[src/logic/ddic_pkg.sv]
package ddic_pkg;
  // Unit number width; the cable carries one select code per drive
  localparam int UNIT_W          = 2;
  // Holding register field positions
  localparam int HOLD_W          = 5;
  localparam int HOLD_HEAD       = 0;
  localparam int HOLD_PLAT       = 1;
  localparam int HOLD_PEXT       = 2;
  localparam int HOLD_TOP        = 3;
  localparam int HOLD_TOM        = 4;
  localparam logic [4:0] HOLD_RST = 5'h00;
  // Platter count straps
  localparam int MAX_DISKS       = 4;
  localparam logic [1:0] FP_RST  = 2'h0;
  localparam logic       LATCH_RST = 1'b0;
endpackage : ddic_pkg

[src/logic/ddic_sync_if.sv]
`timescale 1ns/1ps
interface ddic_sync_if #(parameter int W = 1);
  logic [W-1:0] raw;
  logic [W-1:0] clean;
  modport sync (input raw, output clean);
  modport user (output raw, input clean);
endinterface : ddic_sync_if

[src/logic/ddic_sync.sv]
`timescale 1ns/1ps
module ddic_sync
  import ddic_pkg::*;
#(
  parameter int W = 1
) (
  input  wire logic clk,
  input  wire logic rst,
  ddic_sync_if.sync s
);
  logic [W-1:0] s1_q;
  logic [W-1:0] s2_q;
  logic [W-1:0] s3_q;
  logic [W-1:0] cl_q;
  logic [W-1:0] agree;

  // Only stages two and three are compared; stage one is metastable-prone
  assign agree   = ~(s2_q ^ s3_q);
  assign s.clean = cl_q;

  always_ff @(posedge clk) begin
    if (rst) begin
      s1_q <= '0;
      s2_q <= '0;
      s3_q <= '0;
      cl_q <= '0;
    end else begin
      s1_q <= s.raw;
      s2_q <= s1_q;
      s3_q <= s2_q;
      cl_q <= (s2_q & agree) | (cl_q & ~agree);
    end
  end
endmodule : ddic_sync

[src/logic/ddic_ctrl.sv]
`timescale 1ns/1ps
// Function
// - Hold select and offset lines, loading gated by ready states.
// - Forward five held values to read/write; offsets also to servo.
// - Re-drive serial write data as double-frequency write signal.
// - Select only when cable unit number equals panel switch number.
// - Busy-seeking output is positioner busy and ready, keyed by unit switch.
// - Interface ready output equals selected-and-ready.
// - Recovered read data and clock go to interface outputs.
// - Attention on becoming ready, seek done, seek fail, illegal address.
// - Double-track status asserted on high track-density model.
// - Illegal-address condition driven to illegal cylinder status output.
// - Dual-platter status for two disks, quad-platter for four.
// - Write and erase need selected-ready, position mode, unprotected disk.
// - Produce no-write-or-erase indication for start/stop sequencer.
// - Read enable gated by selected-and-ready.
// - File-protect latch set or cleared from platter lines and switch.
// - Protected disk has write and erase inhibited.
// - File protected status is latch qualified by selected-and-ready.
// - Protect lamps follow switches regardless of addressed disk; dual units keep the upper two lamps dark.
// - Interrupt option presents attention lines unqualified by unit select.
// - Start/stop blocks retraction while write or erase in progress.
module ddic_ctrl
  import ddic_pkg::*;
#(
  parameter int  NDISK      = 4,
  parameter bit  DOUBLE_TPI = 1'b1,
  parameter bit  INT_OPTION = 1'b0
) (
  input  wire logic              CLOCK,
  input  wire logic              RST,
  input  wire logic              HEAD_SELECT_IN,
  input  wire logic              PLATTER_SELECT_IN,
  input  wire logic              PLATTER_SELECT_EXT_IN,
  input  wire logic              PLATTER_SELECT_EXT_ALT_IN,
  input  wire logic              TRACK_OFFSET_PLUS_IN,
  input  wire logic              TRACK_OFFSET_MINUS_IN,
  input  wire logic              WRITE_SERIAL_DATA_IN,
  input  wire logic              WRITE_GATE_IN,
  input  wire logic              ERASE_GATE_IN,
  input  wire logic              READ_GATE_IN,
  input  wire logic [UNIT_W-1:0] UNIT_SELECT_IN,
  input  wire logic [UNIT_W-1:0] UNIT_SWITCH_IN,
  input  wire logic [3:0]        PROTECT_SWITCH_IN,
  input  wire logic              DRIVE_READY_INTERNAL,
  input  wire logic              POSITION_MODE_IN,
  input  wire logic              POSITIONER_BUSY_IN,
  input  wire logic              SEEK_DONE_IN,
  input  wire logic              SEEK_FAIL_IN,
  input  wire logic              ILLEGAL_ADDR_IN,
  input  wire logic              READ_DATA_RW_IN,
  input  wire logic              READ_CLOCK_RW_IN,
  output logic                   RW_HEAD_SELECT,
  output logic                   RW_PLATTER_SELECT,
  output logic                   RW_PLATTER_SELECT_EXT,
  output logic                   RW_TRACK_OFFSET_PLUS,
  output logic                   RW_TRACK_OFFSET_MINUS,
  output logic                   SERVO_TRACK_OFFSET_PLUS,
  output logic                   SERVO_TRACK_OFFSET_MINUS,
  output logic                   RW_WRITE_DF,
  output logic                   RW_WRITE_ENABLE,
  output logic                   RW_ERASE_ENABLE,
  output logic                   RW_READ_ENABLE,
  output logic                   NO_WRITE_OR_ERASE,
  output logic                   SELECTED_AND_READY,
  output logic                   READY_OUT,
  output logic [(1<<UNIT_W)-1:0] BUSY_SEEKING_OUT,
  output logic                   READ_DATA_OUT,
  output logic                   READ_CLOCK_OUT,
  output logic                   ATTN_READY_OUT,
  output logic                   ATTN_SEEK_DONE_OUT,
  output logic                   ATTN_SEEK_FAIL_OUT,
  output logic                   ATTN_ILLEGAL_OUT,
  output logic                   DOUBLE_TRACK_OUT,
  output logic                   ILLEGAL_CYL_OUT,
  output logic                   DUAL_PLATTER_OUT,
  output logic                   QUAD_PLATTER_OUT,
  output logic                   FILE_PROTECTED_OUT,
  output logic [3:0]             PROTECT_LAMP_OUT
);
  localparam int NU = 1 << UNIT_W;
  // Every cable and panel input crosses domains; one vector keeps it compact
  localparam int NIN = 22 + 2 * UNIT_W;

  ddic_sync_if #(.W(NIN)) sif ();

  ddic_sync #(.W(NIN)) u_sync (
    .clk (CLOCK),
    .rst (RST),
    .s   (sif.sync)
  );

  assign sif.raw = {READ_CLOCK_RW_IN, READ_DATA_RW_IN, ILLEGAL_ADDR_IN,
                    SEEK_FAIL_IN, SEEK_DONE_IN, POSITIONER_BUSY_IN,
                    POSITION_MODE_IN, DRIVE_READY_INTERNAL,
                    PROTECT_SWITCH_IN, UNIT_SWITCH_IN, UNIT_SELECT_IN,
                    READ_GATE_IN, ERASE_GATE_IN, WRITE_GATE_IN,
                    WRITE_SERIAL_DATA_IN, TRACK_OFFSET_MINUS_IN,
                    TRACK_OFFSET_PLUS_IN, PLATTER_SELECT_EXT_ALT_IN,
                    PLATTER_SELECT_EXT_IN, PLATTER_SELECT_IN,
                    HEAD_SELECT_IN};

  logic              head_s;
  logic              plat_s;
  logic              pext_s;
  logic              palt_s;
  logic              top_s;
  logic              tom_s;
  logic              wdat_s;
  logic              wgate_s;
  logic              egate_s;
  logic              rgate_s;
  logic [UNIT_W-1:0] usel_s;
  logic [UNIT_W-1:0] usw_s;
  logic [3:0]        psw_s;
  logic              rdy_s;
  logic              pmode_s;
  logic              busy_s;
  logic              sdone_s;
  logic              sfail_s;
  logic              illeg_s;
  logic              rdat_s;
  logic              rclk_s;

  assign {rclk_s, rdat_s, illeg_s, sfail_s, sdone_s, busy_s, pmode_s,
          rdy_s, psw_s, usw_s, usel_s, rgate_s, egate_s, wgate_s, wdat_s,
          tom_s, top_s, palt_s, pext_s, plat_s, head_s}
    = sif.clean;

  function automatic logic [NU-1:0] onehot(input logic [UNIT_W-1:0] n);
    logic [NU-1:0] v;
    v = '0;
    v[n] = 1'b1;
    return v;
  endfunction : onehot

  function automatic logic [1:0] disk_of(input logic p, input logic e);
    return {e, p};
  endfunction : disk_of

  logic            selected;
  logic            sar;
  logic [HOLD_W-1:0] hold_q;
  logic [HOLD_W-1:0] hold_d;
  logic [HOLD_W-1:0] hold_in;
  logic [1:0]      disk_idx;
  logic            fp_q;
  logic            fp_d;
  logic            we_ok;
  logic            rdy_prev_q;
  logic            busy_prev_q;
  logic            attn_qual;
  logic [NU-1:0]   busy_enc;
  logic [3:0]      lamp_d;

  assign selected = (usel_s == usw_s);
  assign sar      = selected & rdy_s;

  assign hold_in = {tom_s, top_s, pext_s, plat_s, head_s};
  // Retains while unselected or not ready so outputs stay steady mid-seek
  assign hold_d  = sar ? hold_in : hold_q;

  // Quad units decode extension; dual units have disks 0 and 1 only
  assign disk_idx = (NDISK == MAX_DISKS) ? disk_of(plat_s, pext_s | palt_s)
                                         : disk_of(plat_s, 1'b0);
  assign fp_d   = psw_s[disk_idx];
  assign we_ok  = sar & pmode_s & ~fp_q;

  // Only positioner busy while ready counts; encoded on this unit's line
  assign busy_enc = (busy_s & rdy_s) ? onehot(usw_s) : '0;

  // With the interrupt option, attention is shown without unit select
  assign attn_qual = INT_OPTION ? 1'b1 : selected;

  // Quad units light all four lamps; dual units leave the upper pair dark
  for (genvar i = 0; i < 4; i++) begin : g_lamp
    assign lamp_d[i] = (i < NDISK) ? psw_s[i] : 1'b0;
  end

  // Next values of the registered outputs, except ready, busy and lamp lines, which load sar, busy_enc and lamp_d
  logic [HOLD_W-1:0] rw_sel_d;
  logic [1:0]        servo_d;
  logic              wdf_d;
  logic              wen_d;
  logic              een_d;
  logic              ren_d;
  logic              nwoe_d;
  logic              rdat_d;
  logic              rclk_d;
  logic              rdy_rise;
  logic              busy_fall;
  logic              attn_rdy_d;
  logic              attn_done_d;
  logic              attn_fail_d;
  logic              attn_ill_d;
  logic              dtrk_d;
  logic              illcyl_d;
  logic              dual_d;
  logic              quad_d;
  logic              fprot_d;

  assign rw_sel_d    = hold_q;
  assign servo_d     = {hold_q[HOLD_TOM], hold_q[HOLD_TOP]};
  // Fixed latency through the synchroniser keeps bit timing intact
  assign wdf_d       = wdat_s;
  assign wen_d       = wgate_s & we_ok;
  assign een_d       = egate_s & we_ok;
  assign ren_d       = rgate_s & sar;
  // Raw gates, so retraction is blocked even if gating drops them
  assign nwoe_d      = ~(wgate_s | egate_s);
  assign rdat_d      = rdat_s;
  assign rclk_d      = rclk_s;

  // Edges are taken after the filter, so a short glitch makes none
  assign rdy_rise    = rdy_s & ~rdy_prev_q;
  assign busy_fall   = busy_prev_q & ~busy_s;
  assign attn_rdy_d  = attn_qual & rdy_rise;
  assign attn_done_d = attn_qual & rdy_s & (busy_fall | sdone_s);
  assign attn_fail_d = attn_qual & sfail_s;
  assign attn_ill_d  = attn_qual & illeg_s;

  assign dtrk_d      = DOUBLE_TPI;
  assign illcyl_d    = illeg_s;
  assign dual_d      = (NDISK == 2);
  assign quad_d      = (NDISK == MAX_DISKS);
  assign fprot_d     = fp_q & sar;

  // Holding register for the surface select and offset lines
  always_ff @(posedge CLOCK) begin
    if (RST) begin
      hold_q <= HOLD_RST;
    end else begin
      hold_q <= hold_d;
    end
  end

  // Protect latch follows the addressed disk's switch one clock late
  always_ff @(posedge CLOCK) begin
    if (RST) begin
      fp_q <= LATCH_RST;
    end else begin
      fp_q <= fp_d;
    end
  end

  // Previous levels for the attention edge detectors; both idle low
  always_ff @(posedge CLOCK) begin
    if (RST) begin
      rdy_prev_q  <= 1'b0;
      busy_prev_q <= 1'b0;
    end else begin
      rdy_prev_q  <= rdy_s;
      busy_prev_q <= busy_s;
    end
  end

  // Select and offset lines toward the read/write and servo electronics
  always_ff @(posedge CLOCK) begin
    if (RST) begin
      RW_HEAD_SELECT           <= 1'b0;
      RW_PLATTER_SELECT        <= 1'b0;
      RW_PLATTER_SELECT_EXT    <= 1'b0;
      RW_TRACK_OFFSET_PLUS     <= 1'b0;
      RW_TRACK_OFFSET_MINUS    <= 1'b0;
      SERVO_TRACK_OFFSET_PLUS  <= 1'b0;
      SERVO_TRACK_OFFSET_MINUS <= 1'b0;
    end else begin
      RW_HEAD_SELECT           <= rw_sel_d[HOLD_HEAD];
      RW_PLATTER_SELECT        <= rw_sel_d[HOLD_PLAT];
      RW_PLATTER_SELECT_EXT    <= rw_sel_d[HOLD_PEXT];
      RW_TRACK_OFFSET_PLUS     <= rw_sel_d[HOLD_TOP];
      RW_TRACK_OFFSET_MINUS    <= rw_sel_d[HOLD_TOM];
      SERVO_TRACK_OFFSET_PLUS  <= servo_d[0];
      SERVO_TRACK_OFFSET_MINUS <= servo_d[1];
    end
  end

  // Write, erase and read gating toward the read/write electronics
  always_ff @(posedge CLOCK) begin
    if (RST) begin
      RW_WRITE_DF       <= 1'b0;
      RW_WRITE_ENABLE   <= 1'b0;
      RW_ERASE_ENABLE   <= 1'b0;
      RW_READ_ENABLE    <= 1'b0;
      NO_WRITE_OR_ERASE <= 1'b1;
    end else begin
      RW_WRITE_DF       <= wdf_d;
      RW_WRITE_ENABLE   <= wen_d;
      RW_ERASE_ENABLE   <= een_d;
      RW_READ_ENABLE    <= ren_d;
      NO_WRITE_OR_ERASE <= nwoe_d;
    end
  end

  // Ready, busy and read signal drivers toward the controller
  always_ff @(posedge CLOCK) begin
    if (RST) begin
      SELECTED_AND_READY <= 1'b0;
      READY_OUT          <= 1'b0;
      BUSY_SEEKING_OUT   <= '0;
      READ_DATA_OUT      <= 1'b0;
      READ_CLOCK_OUT     <= 1'b0;
    end else begin
      SELECTED_AND_READY <= sar;
      READY_OUT          <= sar;
      BUSY_SEEKING_OUT   <= busy_enc;
      READ_DATA_OUT      <= rdat_d;
      READ_CLOCK_OUT     <= rclk_d;
    end
  end

  // Attention lines; the ready one is a single-clock pulse
  always_ff @(posedge CLOCK) begin
    if (RST) begin
      ATTN_READY_OUT     <= 1'b0;
      ATTN_SEEK_DONE_OUT <= 1'b0;
      ATTN_SEEK_FAIL_OUT <= 1'b0;
      ATTN_ILLEGAL_OUT   <= 1'b0;
    end else begin
      ATTN_READY_OUT     <= attn_rdy_d;
      ATTN_SEEK_DONE_OUT <= attn_done_d;
      ATTN_SEEK_FAIL_OUT <= attn_fail_d;
      ATTN_ILLEGAL_OUT   <= attn_ill_d;
    end
  end

  // Configuration, illegal address and protect status
  always_ff @(posedge CLOCK) begin
    if (RST) begin
      DOUBLE_TRACK_OUT   <= 1'b0;
      ILLEGAL_CYL_OUT    <= 1'b0;
      DUAL_PLATTER_OUT   <= 1'b0;
      QUAD_PLATTER_OUT   <= 1'b0;
      FILE_PROTECTED_OUT <= 1'b0;
      PROTECT_LAMP_OUT   <= 4'h0;
    end else begin
      DOUBLE_TRACK_OUT   <= dtrk_d;
      ILLEGAL_CYL_OUT    <= illcyl_d;
      DUAL_PLATTER_OUT   <= dual_d;
      QUAD_PLATTER_OUT   <= quad_d;
      FILE_PROTECTED_OUT <= fprot_d;
      PROTECT_LAMP_OUT   <= lamp_d;
    end
  end
endmodule : ddic_ctrl

[config.mk]
export PLATFORM = sky130hd
export DESIGN_NAME = ddic_ctrl
export DESIGN_NICKNAME = d
export VERILOG_FILES = /design/src/logic/ddic_pkg.sv /design/src/logic/ddic_sync_if.sv /design/src/logic/ddic_sync.sv /design/src/logic/ddic_ctrl.sv
export SDC_FILE = /design/constraint.sdc
export NUM_CORES = 1
export LEC_CHECK = 0
export ABC_AREA = 1
export BUFFER_PORTS_ARGS = -buffer_cell sky130_fd_sc_hd__buf_2
export CAP_MARGIN = 20
export CORE_MARGIN = 1
export CORE_UTILIZATION = 50
export CTS_BUF_LIST = sky130_fd_sc_hd__clkbuf_8 sky130_fd_sc_hd__clkbuf_16
export CTS_CLUSTER_SIZE = 16
export DETAILED_ROUTE_END_ITERATION = 8
export PLACE_DENSITY = 0.83
export REMOVE_ABC_BUFFERS = 1
export SETUP_SLACK_MARGIN = 0.4
export SKIP_LAST_GASP = 1
export SLEW_MARGIN = 20
export SYNTH_ARGS = -nofsm -noshare
export SYNTH_HDL_FRONTEND = slang
export SYNTH_SLANG_ARGS = --single-unit
[constraint.sdc]
create_clock -name CLOCK -period 0.9 [get_ports CLOCK]
set_input_delay 0.09 -clock CLOCK [delete_from_list [all_inputs] [get_ports CLOCK]]
set_output_delay 0.09 -clock CLOCK [all_outputs]
set_load 0.01 [all_outputs]
Word level (Yosys, flattened, before mapping)
Index checks and enable logic that the tools add are counted.
W data, S select, Z words.
{ "word_totals": {"reg_bits": 140, "word_cells": 69, "input_bits": 28, "out_inout_bits": 33} }
{ "op_classes": {"n_reduce_logical": 2, "muxes": 5, "n_bitwise": 28, "n_eq_ne": 1, "n_lt_le_gt_ge": 3} }
{ "op_table": {"columns": ["cell", "count"], "rows": [
  ["$and A26 B26 Y26", 2],
  ["$not A26 Y26", 2],
  ["$or A26 B26 Y26", 1],
  ["$xor A26 B26 Y26", 1],
  ["$and A1 B1 Y1", 14],
  ["$lt A2 B3 Y1 const B", 2],
  ["$not A1 Y1", 5],
  ["$mux W1", 3],
  ["$or A1 B1 Y1", 3],
  ["$bmux W1 S2", 1],
  ["$demux W1 S2", 1],
  ["$eq A2 B2 Y1", 1],
  ["$ge A2 B1 Y1 const B", 1],
  ["$reduce_or A2 Y1", 1],
  ["$logic_and A1 B1 Y1", 1]
]} }

Logic depth before layout (Yosys ltp)
{ "depth": {"ltp_word": 5, "depth_mapped": 7, "mapped_depth_nobuf": 7} }

Hierarchy
Synthesis repeated with hierarchy kept, for this count alone.
{ "hier_totals": {"hier_cells": 489, "hier_area_um2": 4311.6} }
{ "modules_own_cells": {"columns": ["module", "instances", "seq_area_each_um2", "area_per_inst_um2", "cells_per_inst"], "rows": [
  ["ddic_sync", 1, 2082.0, 3124.2, 350],
  ["ddic_ctrl", 1, 720.7, 1187.4, 139]
]} }

Worst setup path before layout
No wires, ideal clock.
{ "synth_timing": {"kind": "register to register", "start": "register with a tool-made name", "end": "register hold_q[0]", "required_ps": 844, "stages_incl_launch_ff": 6, "slack_ps": -83, "n_path_buf": 0, "synth_period_minus_slack_ps": 983, "arrival_ps": 927, "setup_time_ps": 56, "path_cell_list": "dfxtp_1 xnor2_4 nand3_4 nand2_1 nand2_1 inv_1"} }
{ "synth_lines": {"columns": ["element", "line", "source"], "rows": [
  ["end signal, assigned", "ddic_ctrl.sv:233", "hold_q <= hold_d;"],
  ["end, declared", "ddic_ctrl.sv:143", "logic [HOLD_W-1:0] hold_q;"]
]} }

==> results.toml <==
[clock_network]
cts_root_buffer = "clkbuf_8"
cts_sinks = 140
holdBufCountCts = 26
path_clk_slew_ns = 0.06
numCtsBuffers = 17
cts_tree = "built"
h-tree-depth = 4
clockBufferDepth = 2
insertion_delay_ns = 0.52

[sta]
hold_viol = 8
rsz0062_at_grt = "yes"
final.setup.tns_ns = -5.697
fmax_mhz = 929.0
timing.final.crit_share_pct = 119.6
layout_setup_ws_ns = -0.1764
setup-violations-final = 45
hold_slack_ns = -0.1425
finalClockSkew_ns = 0.01409
period_minus_slack_ns = 1.076
drv_slew = 0

[global_route]
track_usage_pct = 20.64
grt_max_degree = 33
antenna_found_initial = 0
grt_pass1_vias = 3185
grt_pass1_wl_um = 13670
grt_overflow = 0

[die]
io_pins = 61
initial_core_util_pct = 51.89
chipHeight_um = 94.58
core-area_um2 = 8258
die_x_um = 94.58
design.die.area_um2 = 8945
row_count = 33

[synthesis]
syn_inst = 489
syn_area_per_cell_um2 = 8.764
synth_top_area_share_pct = 65.40
synthTopCellsByArea = "dfxtp_1, nor2_1, inv_1, a21oi_1, o21ai_0"
syn-cell-area_um2 = 4285
ys_seq_area_share_pct = 65.40
synth.largest_area_cell = "dfxtp_1"
ys_ff_latch = 140
ys_types = 20
yosys_warnings = 0

[drt]
drc = 0
routedWlPerCell_um = 12.62
drt-initial-drc-count = 99
drtPass1Iterations = 4
antenna_left = 0
viasPerCell = 4.594
totalWireLength_um = 8962
vias = 3262

[setup_path]
crit_chain = "xnor2_4, nand4_1, nand2_1, inv_1"
cp_max_fo = 5
critPathKind = "register to register"
cp_data_arrival_time_ns = 1.49
cp-end-kind = "register"
slowest_stage = "dfxtp_4"
start_kind = "register"
slowest_delay_ns = 0.38
required_ns = 1.32

[finish]
fill_cells = 547
antennaDiodeCount = 0
post_route_cells_drive_above_1_share_pct = 56.53
final_nets = 620
finalNonFillerCells = 710
area_delta_synth_final_pct = 44.47
multiInputGateArea_um2 = 1294
register_area_um2 = 2962

[run_status]
status = "complete, but fails checks"
violations = "hold timing, setup timing"

[run]
max-cap-violations = 0

[power]
p_per_area_nw_per_um2 = 2193
power_uw = 13580
peakVddDrop_mv = 1.847
power.leakage_uw = 0.002680

[placed_design]
dpl.hpwl_um = 4657
place_congestion = 0.7200
port_buffers = 59
place_inst = 644

[hold_path]
hold_path_class = "input port to register"
synth_stat cells:
master / instances
xnor2_4: 1
buf_6: 1
nor2_1: 122
buf_2: 6
clkbuf_1: 7
nand3_4: 1
inv_2: 1
nand2_2: 1
nand2_1: 23
conb_1: 1
nor2_2: 1
buf_4: 5
o21ai_1: 5
o211ai_1: 1
o21ai_0: 23
inv_1: 110
nand4_1: 6
nor3_1: 5
dfxtp_1: 140
a21oi_1: 29
worst max-delay path: cells and delay by family, from the launching register on:
kind                   cells  cell delay, ns
AND/OR/NAND/NOR            2            0.29
XOR/XNOR                   1            0.25
flip-flops                 1            0.38
buffers and inverters      1            0.05
layer usage:
layer  share of wire, %  global-route usage [%]  up-vias  wire [µm]
met3                3.7                   6.119       21        330
li1                   -                       -     1657          -
met2                 55                   39.92       76       4944
met4                2.3                   9.596        0        204
met5                  0                       0        -          0
met1                 39                   19.80     1508       3483
power breakdown:
| part | internal (µW) | total, µW | leakage (µW) | switching [µW] |
|---|---|---|---|---|
| combinational | 233 | 470 | 0.00121 | 237 |
| clock | 3980 | 6670 | 0.000281 | 2690 |
| sequential | 6330 | 6440 | 0.00119 | 107 |
cells in the final DEF (no fill, tap or decap):
master	synthesis	layout
nand2_4	0	2
dfxtp_2	0	91
inv_2	1	50
o21ai_0	23	2
xnor2_4	1	2
a21oi_1	29	2
nand2_2	1	10
nand2_1	23	13
inv_1	110	61
buf_6	1	22
nor3_2	0	5
clkinv_4	0	5
a21oi_2	0	27
conb_1	1	1
buf_4	5	10
o21ai_1	5	14
dfxtp_1	140	37
dfxtp_4	0	12
nand3_4	1	2
clkbuf_8	0	1
nor2_2	1	19
clkbuf_16	0	16
inv_6	0	4
clkinv_2	0	1
inv_4	0	1
clkinvlp_4	0	2
buf_12	0	1
dlygate4sd3_1	0	26
o211ai_1	1	1
bufinv_16	0	2
nand4_1	6	6
o21ai_2	0	12
nor2_1	122	100
buf_2	6	41
nor2_4	0	4
cell type report:
class | instances | share of cell area, %
clock buffer | 17 | 6.690
clock inverter | 15 | 2.627
inverter | 111 | 6.770
multi-input combinational | 222 | 20.90
sequential | 140 | 47.84
tap | 105 | 2.122
timing repair buffer | 100 | 13.06
through the flow:
| stage | util [%] | instance area [µm²] | setup slack (ns) | hold slack [ns] |
|---|---|---|---|---|
| after floorplan | - | 4180 | -0.08271 | 0.1591 |
| after global placement | 56.88 | 4697 | -0.1139 | 0.2880 |
| after detailed placement | 56.88 | 4697 | -0.1661 | 0.2987 |
| after CTS | 71.55 | 5908 | -0.1695 | -0.1358 |
| after global routing | 74.97 | 6191 | -0.2270 | -0.1480 |
| final | 74.97 | 6191 | -0.1764 | -0.1425 |
worst paths after layout:
kind                                                 start                    endpoint  depth (start not counted)  slack [ns]
worst max register to register                    register      hold_q[3]$_SDFFE_PP0P_                          4       -0.18
worst max-delay path                              register      hold_q[3]$_SDFFE_PP0P_                          4       -0.18
worst min-delay path                                   RST  u_sync.s3_q[18]$_SDFF_PP0_                          2       -0.14
worst min register to register  u_sync.s1_q[19]$_SDFF_PP0_  u_sync.s2_q[19]$_SDFF_PP0_                          2        0.39
repair_timing:
item,in CTS,in global routing
endpoints found under the hold margin,36,8
pin swaps,57,42
setup endpoints to repair,121,144
resized for setup,164,129
buffers inserted,2,3
cloned,3,0
logic make-up after synthesis:
kind of cell	share of synthesized area (%)
DFF	65.40
and+or+nand+nor	14.86
AOI/OAI and AO/OA	6.832
xor gates and xnor gates	0.6424
other	0.08751
buffers and inverters	12.18
Power figures use the tool's default switching activity.
